==> config.mk <==
export PLATFORM = sky130hd
export DESIGN_NAME = xcl_loader
export DESIGN_NICKNAME = d
export VERILOG_FILES = /design/src/common/xcl_pkg.sv /design/src/rtl/xcl_loader.sv /design/src/rtl/xcl_sync.sv
export SDC_FILE = /design/constraint.sdc
export NUM_CORES = 1
export LEC_CHECK = 0
export ABC_AREA = 1
export BUFFER_PORTS_ARGS = -buffer_cell sky130_fd_sc_hd__buf_2
export CAP_MARGIN = 5
export CORE_UTILIZATION = 55
export CTS_BUF_LIST = sky130_fd_sc_hd__clkbuf_8
export CTS_CLUSTER_SIZE = 16
export DETAILED_ROUTE_END_ITERATION = 10
export GPL_ROUTABILITY_DRIVEN = 0
export GPL_TIMING_DRIVEN = 1
export HOLD_SLACK_MARGIN = 0.12
export PLACE_DENSITY = 0.78
export SYNTH_ARGS = -nofsm -noshare
export SYNTH_HDL_FRONTEND = slang
export SYNTH_SLANG_ARGS = --single-unit
==> constraint.sdc <==
create_clock -name ref_clk -period 2.9 [get_ports ref_clk]
set_clock_uncertainty 0.15 [all_clocks]
set_input_delay 0.29 -clock ref_clk [delete_from_list [all_inputs] [get_ports ref_clk]]
set_output_delay 0.29 -clock ref_clk [all_outputs]
set_load 0.1 [all_outputs]
==> src/common/xcl_pkg.sv <==
// constants shared by the crosspoint configuration loader
`default_nettype none

package xcl_pkg;

   // =====================================================
   // matrix geometry
   localparam int NUM_OUT = 16;
   localparam int SEL_W = 5;
   localparam int FIELD_W = 6;
   localparam int FRAME_BITS = NUM_OUT * FIELD_W;
   localparam int OUT_IDX_W = 4;

   // =====================================================
   // field layout inside one serial-mode output slot
   localparam int FIELD_SEL_LSB = 0;
   localparam int FIELD_HIZ_BIT = 5;

   // =====================================================
   // addressed-mode word layout
   localparam int WORD_BITS = 10;
   localparam int WORD_OUT_LSB = 0;
   localparam int WORD_SEL_LSB = 4;
   localparam int WORD_HIZ_BIT = 9;
   localparam int CNT_W = 4;
   localparam logic [CNT_W-1:0] WORD_BITS_CNT = 4'hA;

   // =====================================================
   // forced and reset settings of one output slot
   localparam logic [FIELD_W-1:0] FIELD_RESET = 6'h20; // input 0, high impedance
   localparam logic [FIELD_W-1:0] FIELD_BCAST = 6'h00; // input 0, driven
   localparam logic [FIELD_W-1:0] FIELD_CLEAR = 6'h00;

   // =====================================================
   // pin synchroniser reset levels
   localparam logic PIN_IDLE_LOW = 1'b0;
   localparam logic PIN_IDLE_HIGH = 1'b1;

   // =====================================================
   // serial link framing state
   typedef enum logic [0:0] {
      XCL_IDLE = 1'b0,
      XCL_ARMED = 1'b1
   } xcl_link_t;

endpackage : xcl_pkg

`default_nettype wire

==> src/rtl/xcl_loader.sv <==
// serial configuration loader for a 32-input, 16-output crosspoint switch
//
// Contract
// serial frame: 96 bits, slot k = bits 6k..6k+5, select LSB first, then off bit
// mode high: each word updates only the named pending slot
// addressed word LSB first: out 0-3, select 4-8, bit 9 high impedance
// host lowers select before first rising clock; first bit on next fall
// host raises select after last bit, then one more rising clock
// host changes select only while serial clock is low
// host keeps configure low until all bits are shifted in
// chaining only in serial mode, serial out feeds next serial in
// serial out shows old contents; after 96 bits new frame bits pass on
// two chained devices: host shifts 192 clocks then raises select
// shared configure pulse applies chained devices together, or separately
// reset pin high: every output select 0 and high impedance
// broadcast pin high: every output on, connected to input 0
// reset and broadcast act by level without serial clock
// reset or broadcast overwrite stored active configuration
// configure high pulse copies pending to active; repeats without data do nothing
// select high: serial data and clock ignored
// serial data sampled on falling serial clock edge
// serial load register shifts; extra bits push intended data out
// reset and broadcast together: reset wins, outputs disabled
// addressed mode uses last ten bits; incomplete word ignored
`default_nettype none

module xcl_loader (
   input wire logic ref_clk,
   input wire logic resetn,
   input wire logic serialClk,
   input wire logic chipSelectN,
   input wire logic serialIn,
   input wire logic addressedMode,
   input wire logic configStrobe,
   input wire logic resetPin,
   input wire logic force_all_to_input_zero,
   output logic serialOut,
   output logic [xcl_pkg::NUM_OUT-1:0][xcl_pkg::SEL_W-1:0] outSelect,
   output logic [xcl_pkg::NUM_OUT-1:0] outHighZ,
   output logic pendingValid
);

   // =====================================================
   // synchronised pins
   // limitation: every pin acts three clocks late, so a host must pace its edges
   logic clkS;
   logic csNS;
   logic dinS;
   logic modeS;
   logic cfgS;
   logic rstS;
   logic bcstS;

   // serial clock is sampled as data; each level must stand four clocks
   xcl_sync #(.RESET_VAL(xcl_pkg::PIN_IDLE_LOW)) uSyncClk (
      .ref_clk(ref_clk),
      .resetn(resetn),
      .pinAsync(serialClk),
      .pinSync(clkS)
   );

   // select idles high so nothing is taken straight after reset
   xcl_sync #(.RESET_VAL(xcl_pkg::PIN_IDLE_HIGH)) uSyncCs (
      .ref_clk(ref_clk),
      .resetn(resetn),
      .pinAsync(chipSelectN),
      .pinSync(csNS)
   );

   // data shares the clock's two-flop delay so both line up at the edge
   xcl_sync #(.RESET_VAL(xcl_pkg::PIN_IDLE_LOW)) uSyncDin (
      .ref_clk(ref_clk),
      .resetn(resetn),
      .pinAsync(serialIn),
      .pinSync(dinS)
   );

   // mode only matters at a falling edge or at select rise
   xcl_sync #(.RESET_VAL(xcl_pkg::PIN_IDLE_LOW)) uSyncMode (
      .ref_clk(ref_clk),
      .resetn(resetn),
      .pinAsync(addressedMode),
      .pinSync(modeS)
   );

   // strobe rise is found after the two flops, two clocks after the pin
   xcl_sync #(.RESET_VAL(xcl_pkg::PIN_IDLE_LOW)) uSyncCfg (
      .ref_clk(ref_clk),
      .resetn(resetn),
      .pinAsync(configStrobe),
      .pinSync(cfgS)
   );

   // forcing pins are levels; the two flops only add latency
   xcl_sync #(.RESET_VAL(xcl_pkg::PIN_IDLE_LOW)) uSyncRst (
      .ref_clk(ref_clk),
      .resetn(resetn),
      .pinAsync(resetPin),
      .pinSync(rstS)
   );

   // broadcast pin, same treatment as the reset pin
   xcl_sync #(.RESET_VAL(xcl_pkg::PIN_IDLE_LOW)) uSyncBcst (
      .ref_clk(ref_clk),
      .resetn(resetn),
      .pinAsync(force_all_to_input_zero),
      .pinSync(bcstS)
   );

   // =====================================================
   // edge detection on synchronised levels
   logic clkPrev_reg;
   logic clkPrev_next;
   logic csPrev_reg;
   logic csPrev_next;
   logic cfgPrev_reg;
   logic cfgPrev_next;
   logic clkRise;
   logic clkFall;
   logic csRise;
   logic cfgRise;

   // previous levels; reset values match the idle pins so no false edge follows
   always_comb begin
      clkPrev_next = clkS;
      csPrev_next = csNS;
      cfgPrev_next = cfgS;
      if (!resetn) begin
         clkPrev_next = xcl_pkg::PIN_IDLE_LOW;
         csPrev_next = xcl_pkg::PIN_IDLE_HIGH;
         cfgPrev_next = xcl_pkg::PIN_IDLE_LOW;
      end
   end

   // registers
   always_ff @(posedge ref_clk) begin
      clkPrev_reg <= clkPrev_next;
      csPrev_reg <= csPrev_next;
      cfgPrev_reg <= cfgPrev_next;
   end

   // one-cycle edge pulses
   assign clkRise = clkS && !clkPrev_reg;
   assign clkFall = !clkS && clkPrev_reg;
   assign csRise = csNS && !csPrev_reg;
   assign cfgRise = cfgS && !cfgPrev_reg;

   // =====================================================
   // slot access helpers
   function automatic logic [xcl_pkg::FIELD_W-1:0] getSlot(
      input logic [xcl_pkg::FRAME_BITS-1:0] frame,
      input int unsigned idx
   );
      getSlot = frame[idx*xcl_pkg::FIELD_W +: xcl_pkg::FIELD_W];
   endfunction : getSlot

   // builds one slot from an addressed word
   function automatic logic [xcl_pkg::FIELD_W-1:0] wordSlot(
      input logic [xcl_pkg::WORD_BITS-1:0] word
   );
      logic [xcl_pkg::FIELD_W-1:0] slot;
      slot = xcl_pkg::FIELD_CLEAR;
      slot[xcl_pkg::FIELD_SEL_LSB +: xcl_pkg::SEL_W] =
         word[xcl_pkg::WORD_SEL_LSB +: xcl_pkg::SEL_W];
      slot[xcl_pkg::FIELD_HIZ_BIT] = word[xcl_pkg::WORD_HIZ_BIT];
      wordSlot = slot;
   endfunction : wordSlot

   // =====================================================
   // serial link: framing, load register, word register
   xcl_pkg::xcl_link_t link_reg;
   xcl_pkg::xcl_link_t link_next;
   logic [xcl_pkg::FRAME_BITS-1:0] load_reg;
   logic [xcl_pkg::FRAME_BITS-1:0] load_next;
   logic [xcl_pkg::WORD_BITS-1:0] word_reg;
   logic [xcl_pkg::WORD_BITS-1:0] word_next;
   logic [xcl_pkg::CNT_W-1:0] wordCnt_reg;
   logic [xcl_pkg::CNT_W-1:0] wordCnt_next;
   logic dout_reg;
   logic dout_next;
   logic fresh_reg;
   logic fresh_next;
   logic [xcl_pkg::OUT_IDX_W-1:0] wordOut;

   // output number of the addressed word
   assign wordOut = word_reg[xcl_pkg::WORD_OUT_LSB +: xcl_pkg::OUT_IDX_W];

   // next values of the link side; select high returns the link to idle
   always_comb begin
      link_next = link_reg;
      load_next = load_reg;
      word_next = word_reg;
      wordCnt_next = wordCnt_reg;
      dout_next = dout_reg;
      fresh_next = fresh_reg;
      // a strobe consumes the pending data, but data landing in the same
      // cycle sets the flag again below so it waits for the next strobe
      if (cfgRise) begin
         fresh_next = 1'b0;
      end
      unique case (link_reg)
         xcl_pkg::XCL_IDLE: begin
            // a rising clock with select low arms the first falling edge
            if (!csNS && clkRise) begin
               link_next = xcl_pkg::XCL_ARMED;
               wordCnt_next = '0;
            end
         end
         xcl_pkg::XCL_ARMED: begin
            // select high drops the frame; a new one needs a new arming rise
            if (csNS) begin
               link_next = xcl_pkg::XCL_IDLE;
            end else if (clkFall) begin
               if (!modeS) begin
                  // bit 0 enters first and ends at the low end after 96 shifts
                  dout_next = load_reg[0];
                  load_next = {dinS, load_reg[xcl_pkg::FRAME_BITS-1:1]};
                  fresh_next = 1'b1;
               end else begin
                  word_next = {dinS, word_reg[xcl_pkg::WORD_BITS-1:1]};
                  // count saturates: a longer word still qualifies, the last ten stay
                  if (wordCnt_reg != xcl_pkg::WORD_BITS_CNT) begin
                     wordCnt_next = wordCnt_reg + 1'b1;
                  end
               end
            end
         end
      endcase
      // addressed word lands in its pending slot once select closes the word
      if (link_reg == xcl_pkg::XCL_ARMED && csRise && modeS
          && wordCnt_reg == xcl_pkg::WORD_BITS_CNT) begin
         load_next[wordOut*xcl_pkg::FIELD_W +: xcl_pkg::FIELD_W] = wordSlot(word_reg);
         fresh_next = 1'b1;
      end
      // forcing pins are levels and clear the pending flag; the load register keeps its bits
      if (rstS || bcstS) begin
         fresh_next = 1'b0;
      end
      if (!resetn) begin
         link_next = xcl_pkg::XCL_IDLE;
         load_next = '0;
         word_next = '0;
         wordCnt_next = '0;
         dout_next = 1'b0;
         fresh_next = 1'b0;
      end
   end

   // registers
   always_ff @(posedge ref_clk) begin
      link_reg <= link_next;
      load_reg <= load_next;
      word_reg <= word_next;
      wordCnt_reg <= wordCnt_next;
      dout_reg <= dout_next;
      fresh_reg <= fresh_next;
   end

   // =====================================================
   // active output registers, driving the matrix
   logic [xcl_pkg::NUM_OUT-1:0][xcl_pkg::FIELD_W-1:0] active_reg;
   logic [xcl_pkg::NUM_OUT-1:0][xcl_pkg::FIELD_W-1:0] active_next;

   // forcing pins are levels and hold the outputs as long as they stand
   always_comb begin
      active_next = active_reg;
      for (int k = 0; k < xcl_pkg::NUM_OUT; k++) begin
         if (rstS) begin
            active_next[k] = xcl_pkg::FIELD_RESET;
         end else if (bcstS) begin
            active_next[k] = xcl_pkg::FIELD_BCAST;
         end else if (cfgRise && fresh_reg) begin
            active_next[k] = getSlot(load_reg, k);
         end
      end
      if (!resetn) begin
         for (int k = 0; k < xcl_pkg::NUM_OUT; k++) begin
            active_next[k] = xcl_pkg::FIELD_RESET;
         end
      end
   end

   // registers
   always_ff @(posedge ref_clk) begin
      active_reg <= active_next;
   end

   // =====================================================
   // outputs, all straight from flip-flops
   always_comb begin
      for (int k = 0; k < xcl_pkg::NUM_OUT; k++) begin
         outSelect[k] = active_reg[k][xcl_pkg::FIELD_SEL_LSB +: xcl_pkg::SEL_W];
         outHighZ[k] = active_reg[k][xcl_pkg::FIELD_HIZ_BIT];
      end
   end

   // chain output and pending flag, both registered
   assign serialOut = dout_reg;
   assign pendingValid = fresh_reg;

endmodule : xcl_loader

`default_nettype wire

==> src/rtl/xcl_sync.sv <==
// two-flop synchroniser for one asynchronous pin
`default_nettype none

module xcl_sync #(
   parameter logic RESET_VAL = 1'b0
) (
   input wire logic ref_clk,
   input wire logic resetn,
   input wire logic pinAsync,
   output logic pinSync
);

   logic meta_reg;
   logic meta_next;
   logic sync_reg;
   logic sync_next;

   // =====================================================
   // next values: first stage only feeds the second
   always_comb begin
      meta_next = pinAsync;
      sync_next = meta_reg;
      if (!resetn) begin
         meta_next = RESET_VAL;
         sync_next = RESET_VAL;
      end
   end

   // =====================================================
   // registers
   always_ff @(posedge ref_clk) begin
      meta_reg <= meta_next;
      sync_reg <= sync_next;
   end

   assign pinSync = sync_reg;

endmodule : xcl_sync

`default_nettype wire

==> results of run 1 <==
cells by family (layout without fill, tap and decap cells):
logic type	after synthesis	after routing
fa+ha+maj	10	10
flops	226	226
buf+inv	198	428
xor+xnor	1	1
compound gates	306	306
mux	19	19
simple gates	772	772
synthesized netlist by cell type (all sizes together) (2+ instances only):
library cell,count
a211oi,10
a21oi,126
a22oi,2
a31oi,4
and3,2
buf,21
clkbuf,57
clkinv,4
dfxtp,226
ha,9
inv,116
mux2i,19
nand2,447
nand3,66
nand3b,2
nand4,17
nor2,218
nor3,16
o211ai,17
o21ai,144
or2,2
worst min path at each step:
| stage | to | from | depth (start not counted) |
|---|---|---|---|
| after floorplan | uSyncBcst.meta_reg | force_all_to_input_zero | 2 |
| after detailed placement | uSyncDin.pinSync | uSyncDin.meta_reg | 2 |
| final | uSyncRst.pinSync | uSyncRst.meta_reg | 2 |
| after CTS | uSyncBcst.pinSync | uSyncBcst.meta_reg | 2 |
| after global placement | uSyncDin.pinSync | uSyncDin.meta_reg | 2 |
| after global routing | uSyncMode.pinSync | uSyncMode.meta_reg | 2 |
layer usage:
layer	track usage	wire length, um	up-vias
met5	0	0	-
met4	0.198	2270	0
met3	0.0571	2890	200
met2	0.521	15000	646
met1	0.399	12900	5150
li1	-	-	5357
worst max-delay path, cell delays in order (launching register included):
cell and delay (ns):
dfxtp_4 0.35, ha_4 0.16, inv_2 0.05, fa_2 0.45, nand2_2 0.10, nor2_4 0.05, nand3_2 0.07, inv_2 0.05
ha_4 0.16, inv_4 0.07, nand2_4 0.05, nor2_4 0.23, nand2_4 0.11, o21ai_4 0.30, nand2_1 0.17, inv_1 0.11
nand3_1 0.12, nor2_1 0.15, nor2_1 0.06
through the flow:
stage | cells | TNS (ns) | utilization | hold slack (ns)
floorplan | 1532 | 0 | - | 0.238
global placement | 1898 | -2.52 | 0.651 | 0.242
detailed placement | 1898 | -11.00 | 0.651 | 0.247
CTS | 1979 | -0.00252 | 0.709 | 0.267
global route | 1991 | -10.97 | 0.741 | 0.282
finish | 1991 | -1.33 | 0.741 | 0.261
cell usage in the layout (no fill, tap or decap), drive strengths merged:
cell type / synthesis / final
a211oi: 10 / 10
a21oi: 126 / 126
a22oi: 2 / 2
a31o: 1 / 1
a31oi: 4 / 4
and3: 2 / 2
buf: 21 / 235
clkbuf: 57 / 49
clkinv: 4 / 11
dfxtp: 226 / 226
dlygate4sd3: 0 / 8
fa: 1 / 1
ha: 9 / 9
inv: 116 / 125
mux2i: 19 / 19
nand2: 447 / 447
nand3: 66 / 66
nand3b: 2 / 2
nand4: 17 / 17
nor2: 218 / 218
nor2b: 1 / 1
nor3: 16 / 16
nor3b: 1 / 1
o211ai: 17 / 17
o21ai: 144 / 144
o21bai: 1 / 1
o22ai: 1 / 1
or2: 2 / 2
xor2: 1 / 1
power by group through the flow:
stage	Sequential, W	Clock [W]	Combinational, W
after floorplan	0.00328	0	0.0000798
after global placement	0.00320	0	0.000198
after detailed placement	0.00320	0	0.000200
after CTS	0.00313	0.00286	0.000209
after global routing	0.00314	0.00301	0.000224
final	0.00313	0.00284	0.000211
repair_timing:
action                     in CTS  in global routing
gates resized for setup        50                138
hold buffers                    8                  0
pin swaps                      18                 52
setup endpoints to repair      92                 95
buffers inserted                8                 12
hold endpoints to repair       14                  0
final cells by class:
type                    instances  area (um2)
flip-flops and latches        226        4530
clock inverters                16        81.3
well taps                     229         287
repair buffers                243        1730
multi-input cells            1108        5760
clock buffers                  49         674
inverters                     120         475
fillers                      1332        4730
==> qor.yml, run 1 <==
setup_path:
  rr_startpoint: "word_reg[0]"
  end_kind: "register"
  cp-endpoint: "load_reg[77]"
  worstPathRequired_ns: 3.20
  crit_start: "word_reg[0]"
  r2r_cells: 18
  path_class: "register to register"
  cp_data_arrival_time_ns: 3.36
  worstReg2RegEnd: "load_reg[77]"
  critPathLaunchType: "register"
  reg2reg_setup_slack_ns: -0.16
  crit_fanout: 6
synth:
  yosysTopAreaCell: "dfxtp_1"
  synth_fp_nets: 1551
  synth_top_family_by_area: "simple AND/OR/NAND/NOR gates"
  yosys.area_share.adder: 0.0127
  synth-xor-area-share: 0.00264
  syn-mean-instance-area_um2: 6.80
  syn_inst: 1532
  ys.flop_type: "dfxtp_1"
  netlist.area_leader.share: 0.434
  synth_area_leaders: "dfxtp_1 (43%), nand2_1 (16%), nor2_1 (7.4%), a21oi_1 (6.0%), o21ai_0 (5.9%)"
  syn-cell-area_um2: 10400
  ys_types: 40
  synthMuxAreaShare: 0.0182
  synth_simple_gate_area_frac: 0.303
  synth_compound_area_frac: 0.156
  synth_edf_count: 0
  ys_seq_area_frac: 0.434
  yosysWarnings: 0
  synth-async-reset-ratio: 0
  synth_seq_cells: 226
clock_tree:
  cts_buffer_depth: 3
  cts-root-buf: "clkbuf_8"
  clk_pin_slew_worst_paths_ns: 0.06
  htree_levels: 2
  clock-sinks: 226
  insertion_delay_ns: 0.55
  cts_buffers: 37
  cts_tree: "built"
power_and_ir_drop:
  total_power_w: 0.00618
  seqPwrFrac: 0.507
  p_comb_frac: 0.034
  p_int_w: 0.00469
  power_switching_share: 0.241
  p_leak_nw: 5.98
  vdd_drop_max_v: 0.000461
  power.switching_w: 0.00149
  clockPowerShare: 0.459
  power_density_nw_per_um2: 457
placed_design:
  hpwlAfterDp_mm: 21.9
  numPortBuffers: 106
  placed_cell_area_um2: 11900
  post-place-ws_ns: -0.278
sta:
  post-route-period-util: 1.05
  min_period_ns: 3.06
  max_freq_mhz: 327
  rsz0062_at_grt: "yes"
  setup_viol: 28
  hold_viol: 0
  max-slew-margin-rel: 0.303
  setup_ws_ns: -0.156
  finalMaxSlewViolations: 0
  worst_slew_pin_slew_ns: 1.05
layout:
  n_antenna_cell: 0
  area.growth.synth_to_final_pct: 29.9
  drive_above_1_share: 0.260
  largest_reg_flops: 96
  finish.instance_area_um2: 13500
  nets: 1755
global_route:
  grt_first_pass_wirelength_mm: 50.5
  grt_pass1_vias: 10200
  grt_usage: 0.322
  grt_max_degree: 111
  gr-total-overflow: 0
  antenna_found_initial: 0
drt:
  avgViaCountPerCell: 5.70
  ant_nets: 0
  routed_wirelength_mm: 33.1
  drt_drc_violations_left: 0
  detail_route.first_pass.iterations: 7
  vias: 11400
  drtIter0Drc: 1358
  wl_per_cell_um: 16.6
run_status:
  violations: "setup timing"
  status: "finished, violations left"
floorplan:
  num_rows: 49
  coreArea_um2: 18300
  ios: 107
  dieWidth_um: 140
  initial_core_util: 0.571
  die_area_um2: 19500
  dieHeight_um: 140
hold_path:
  min-delay-path-class: "register to register"
flow_run:
  max-cap-violations: 0
Power figures use the tool's default switching activity.
==> run 2: changes to the inputs <==
--- a/config.mk
+++ b/config.mk
@@ -8,14 +8,13 @@
 export ABC_AREA = 1
 export BUFFER_PORTS_ARGS = -buffer_cell sky130_fd_sc_hd__buf_2
 export CAP_MARGIN = 5
-export CORE_UTILIZATION = 55
-export CTS_BUF_LIST = sky130_fd_sc_hd__clkbuf_8
+export CORE_UTILIZATION = 53
 export CTS_CLUSTER_SIZE = 16
 export DETAILED_ROUTE_END_ITERATION = 10
 export GPL_ROUTABILITY_DRIVEN = 0
 export GPL_TIMING_DRIVEN = 1
 export HOLD_SLACK_MARGIN = 0.12
-export PLACE_DENSITY = 0.78
+export PLACE_DENSITY = 0.76
 export SYNTH_ARGS = -nofsm -noshare
 export SYNTH_HDL_FRONTEND = slang
 export SYNTH_SLANG_ARGS = --single-unit
==> run 2 against run 1 <==
Effect of this change:
- the flow still finishes with violations (setup timing)
- sequential share of layout area down 0.56 points
- via count up 0.71%
- die area up 3.7%
- design area up 1.8%
- sequential power about the same
- global-route usage down 1.4 points
- register-to-register slack better by 0.02 ns
- non-clock buffer count up 14
- worst setup slack better by 0.022 ns
- critical endpoint is now load_reg[49]
- largest cell class unchanged
==> qor.yml, run 2 (synthesis results as in run 1) <==
run_status:
  status: "finished, violations left"
  violations: "setup timing"
clock_tree:
  clock-sinks: 226  # unchanged
  clk_pin_slew_worst_paths_ns: 0.06  # about the same
  cts_tree: "built"
  cts-root-buf: "clkbuf_16"
  insertion_delay_ns: 0.53  # -0.02 ns
  htree_levels: 1  # -1
  cts_buffer_depth: 3  # unchanged
  cts_buffers: 24  # -35%
layout:
  final_cell_mix: "nand2_1 (399), dfxtp_1 (224), nor2_1 (161)"
  largest_reg_flops: 96  # unchanged
  area.growth.synth_to_final_pct: 32.1
  nets: 1756  # +0.057%
  n_antenna_cell: 0  # unchanged
  drive_above_1_share: 0.271  # +0.0103
  mostFrequentLayoutCell: "nand2_1"
drt:
  detail_route.first_pass.iterations: 6  # -1
  routed_wirelength_mm: 33.9  # +2.5%
  vias: 11400  # +0.71%
  drt_drc_violations_left: 0  # unchanged
  wl_per_cell_um: 16.8  # +1.4%
  avgViaCountPerCell: 5.68  # -0.44%
  drtIter0Drc: 1222  # -10%
  ant_nets: 0  # unchanged
global_route:
  grt_pass1_vias: 9932  # -2.6%
  gr-total-overflow: 0  # unchanged
  antenna_found_initial: 0  # unchanged
  grt_usage: 0.308  # -0.0138
  grt_first_pass_wirelength_mm: 49.6  # -1.8%
  grt_max_degree: 111  # unchanged
sta:
  worst_slew_pin_slew_ns: 1.08  # +0.0339 ns
  post-route-period-util: 1.05  # -0.00744
  max-slew-margin-rel: 0.280  # -0.0226
  rsz0062_at_grt: "yes"
  hold_viol: 0  # unchanged
  setup_ws_ns: -0.134  # +0.0216 ns
  setup_viol: 26  # -7.1%
  max_freq_mhz: 330  # +0.71%
  min_period_ns: 3.03  # -0.0216 ns
  finalMaxSlewViolations: 0  # unchanged
  worst_hold_slack_ns: 0.163  # -0.0980 ns
floorplan:
  die_area_um2: 20200  # +3.7%
  num_rows: 50  # +2.0%
  initial_core_util: 0.548  # -0.0224
  dieHeight_um: 142  # +1.8%
  coreArea_um2: 19000  # +4.1%
  ios: 107  # unchanged
  dieWidth_um: 142  # +1.8%
placed_design:
  numPortBuffers: 106  # unchanged
  hpwlAfterDp_mm: 22.2  # +1.3%
setup_path:
  critPathLaunchType: "register"
  cp_data_arrival_time_ns: 3.30  # -0.06 ns
  crit_fanout: 6  # unchanged
  worstPathRequired_ns: 3.16  # -0.04 ns
  path_class: "register to register"
  critPathMaxStageDelay_ns: 0.44  # about the same
  end_kind: "register"
  cpMaxStageDelayCell: "fa_2"
  path_cells: "ha_4 > inv_2 > fa_2 > nand2_2 > nor2_4 > nand3_1 > inv_2 > ha_4 > inv_4 > nand2_4 > nor2_4 > buf_12 > nand2_4 > nor2_2 > buf_4 > nand2_1 > o21ai_0 > a21oi_1"
power_and_ir_drop:
  power_density_nw_per_um2: 451  # -1.2%
  vdd_drop_max_v: 0.000485  # +5.1%
  p_leak_nw: 6.05  # +1.2%
  total_power_w: 0.00622  # +0.55%
hold_path:
  min-delay-path-class: "input pin to register"
flow_run:
  max-cap-violations: 0  # unchanged
## run 2: where the power goes
part	total [W]	switching (W)	internal, W	leakage, nW
clock	0.00288	0.00124	0.00163	0.368
combinational	0.000205	0.000163	0.0000427	3.86
sequential	0.00313	0.0000104	0.00312	1.83
## run 2: cell type report
class / instances / area, um2
fill: 1447 / 5240
inverter: 120 / 470
timing repair buffer: 257 / 1830
tap: 260 / 325
clock inverter: 8 / 52.6
sequential: 226 / 4530
multi-input combinational: 1108 / 5890
clock buffer: 35 / 682
## run 2: worst max-delay path, delay by kind of cell (launching register included)
kind,cells,cell delay (ns)
flops,1,0.35
simple gates,8,0.84
compound gates,2,0.27
fa+ha+maj,3,0.76
buf+inv,5,0.53
## run 2: metal layers
metal  vias up  wire length (um)  global-route usage  share of wire
met3       198              3250              0.0481          0.096
li1       5364                 -                   -              -
met2       681             15600               0.492           0.46
met5         -                 0                   0              0
met4         0              2160               0.175          0.064
met1      5191             12900               0.395           0.38
## run 2: final timing paths
check                    startpoint               end  slack, ns  depth (start not counted)
setup reg to reg        word_reg[1]      load_reg[49]      -0.13                         18
setup / recovery        word_reg[1]      load_reg[49]      -0.13                         18
hold / removal               resetn      outHighZ[12]       0.16                          5
hold reg to reg   uSyncCfg.meta_reg  uSyncCfg.pinSync       0.26                          2
## run 2: metrics by stage
step,utilization,cells,setup TNS (ns),setup slack [ns],instance area [um2]
floorplan,-,1532,0,0.00979,10500
global placement,0.630,1941,-3.40,-0.194,12000
detailed placement,0.630,1941,-8.19,-0.249,12000
CTS,0.681,1995,-0.0691,-0.0208,12900
global route,0.724,2014,-9.71,-0.229,13800
finish,0.724,2014,-0.968,-0.134,13800
## run 2: repair_timing
item | in CTS | in global routing
gates cloned | 0 | 0
hold buffers | 7 | 0
pin swaps | 16 | 58
hold endpoints to repair | 7 | 0
setup endpoints to repair | 87 | 95
setup buffers | 4 | 23
resized for setup | 41 | 196
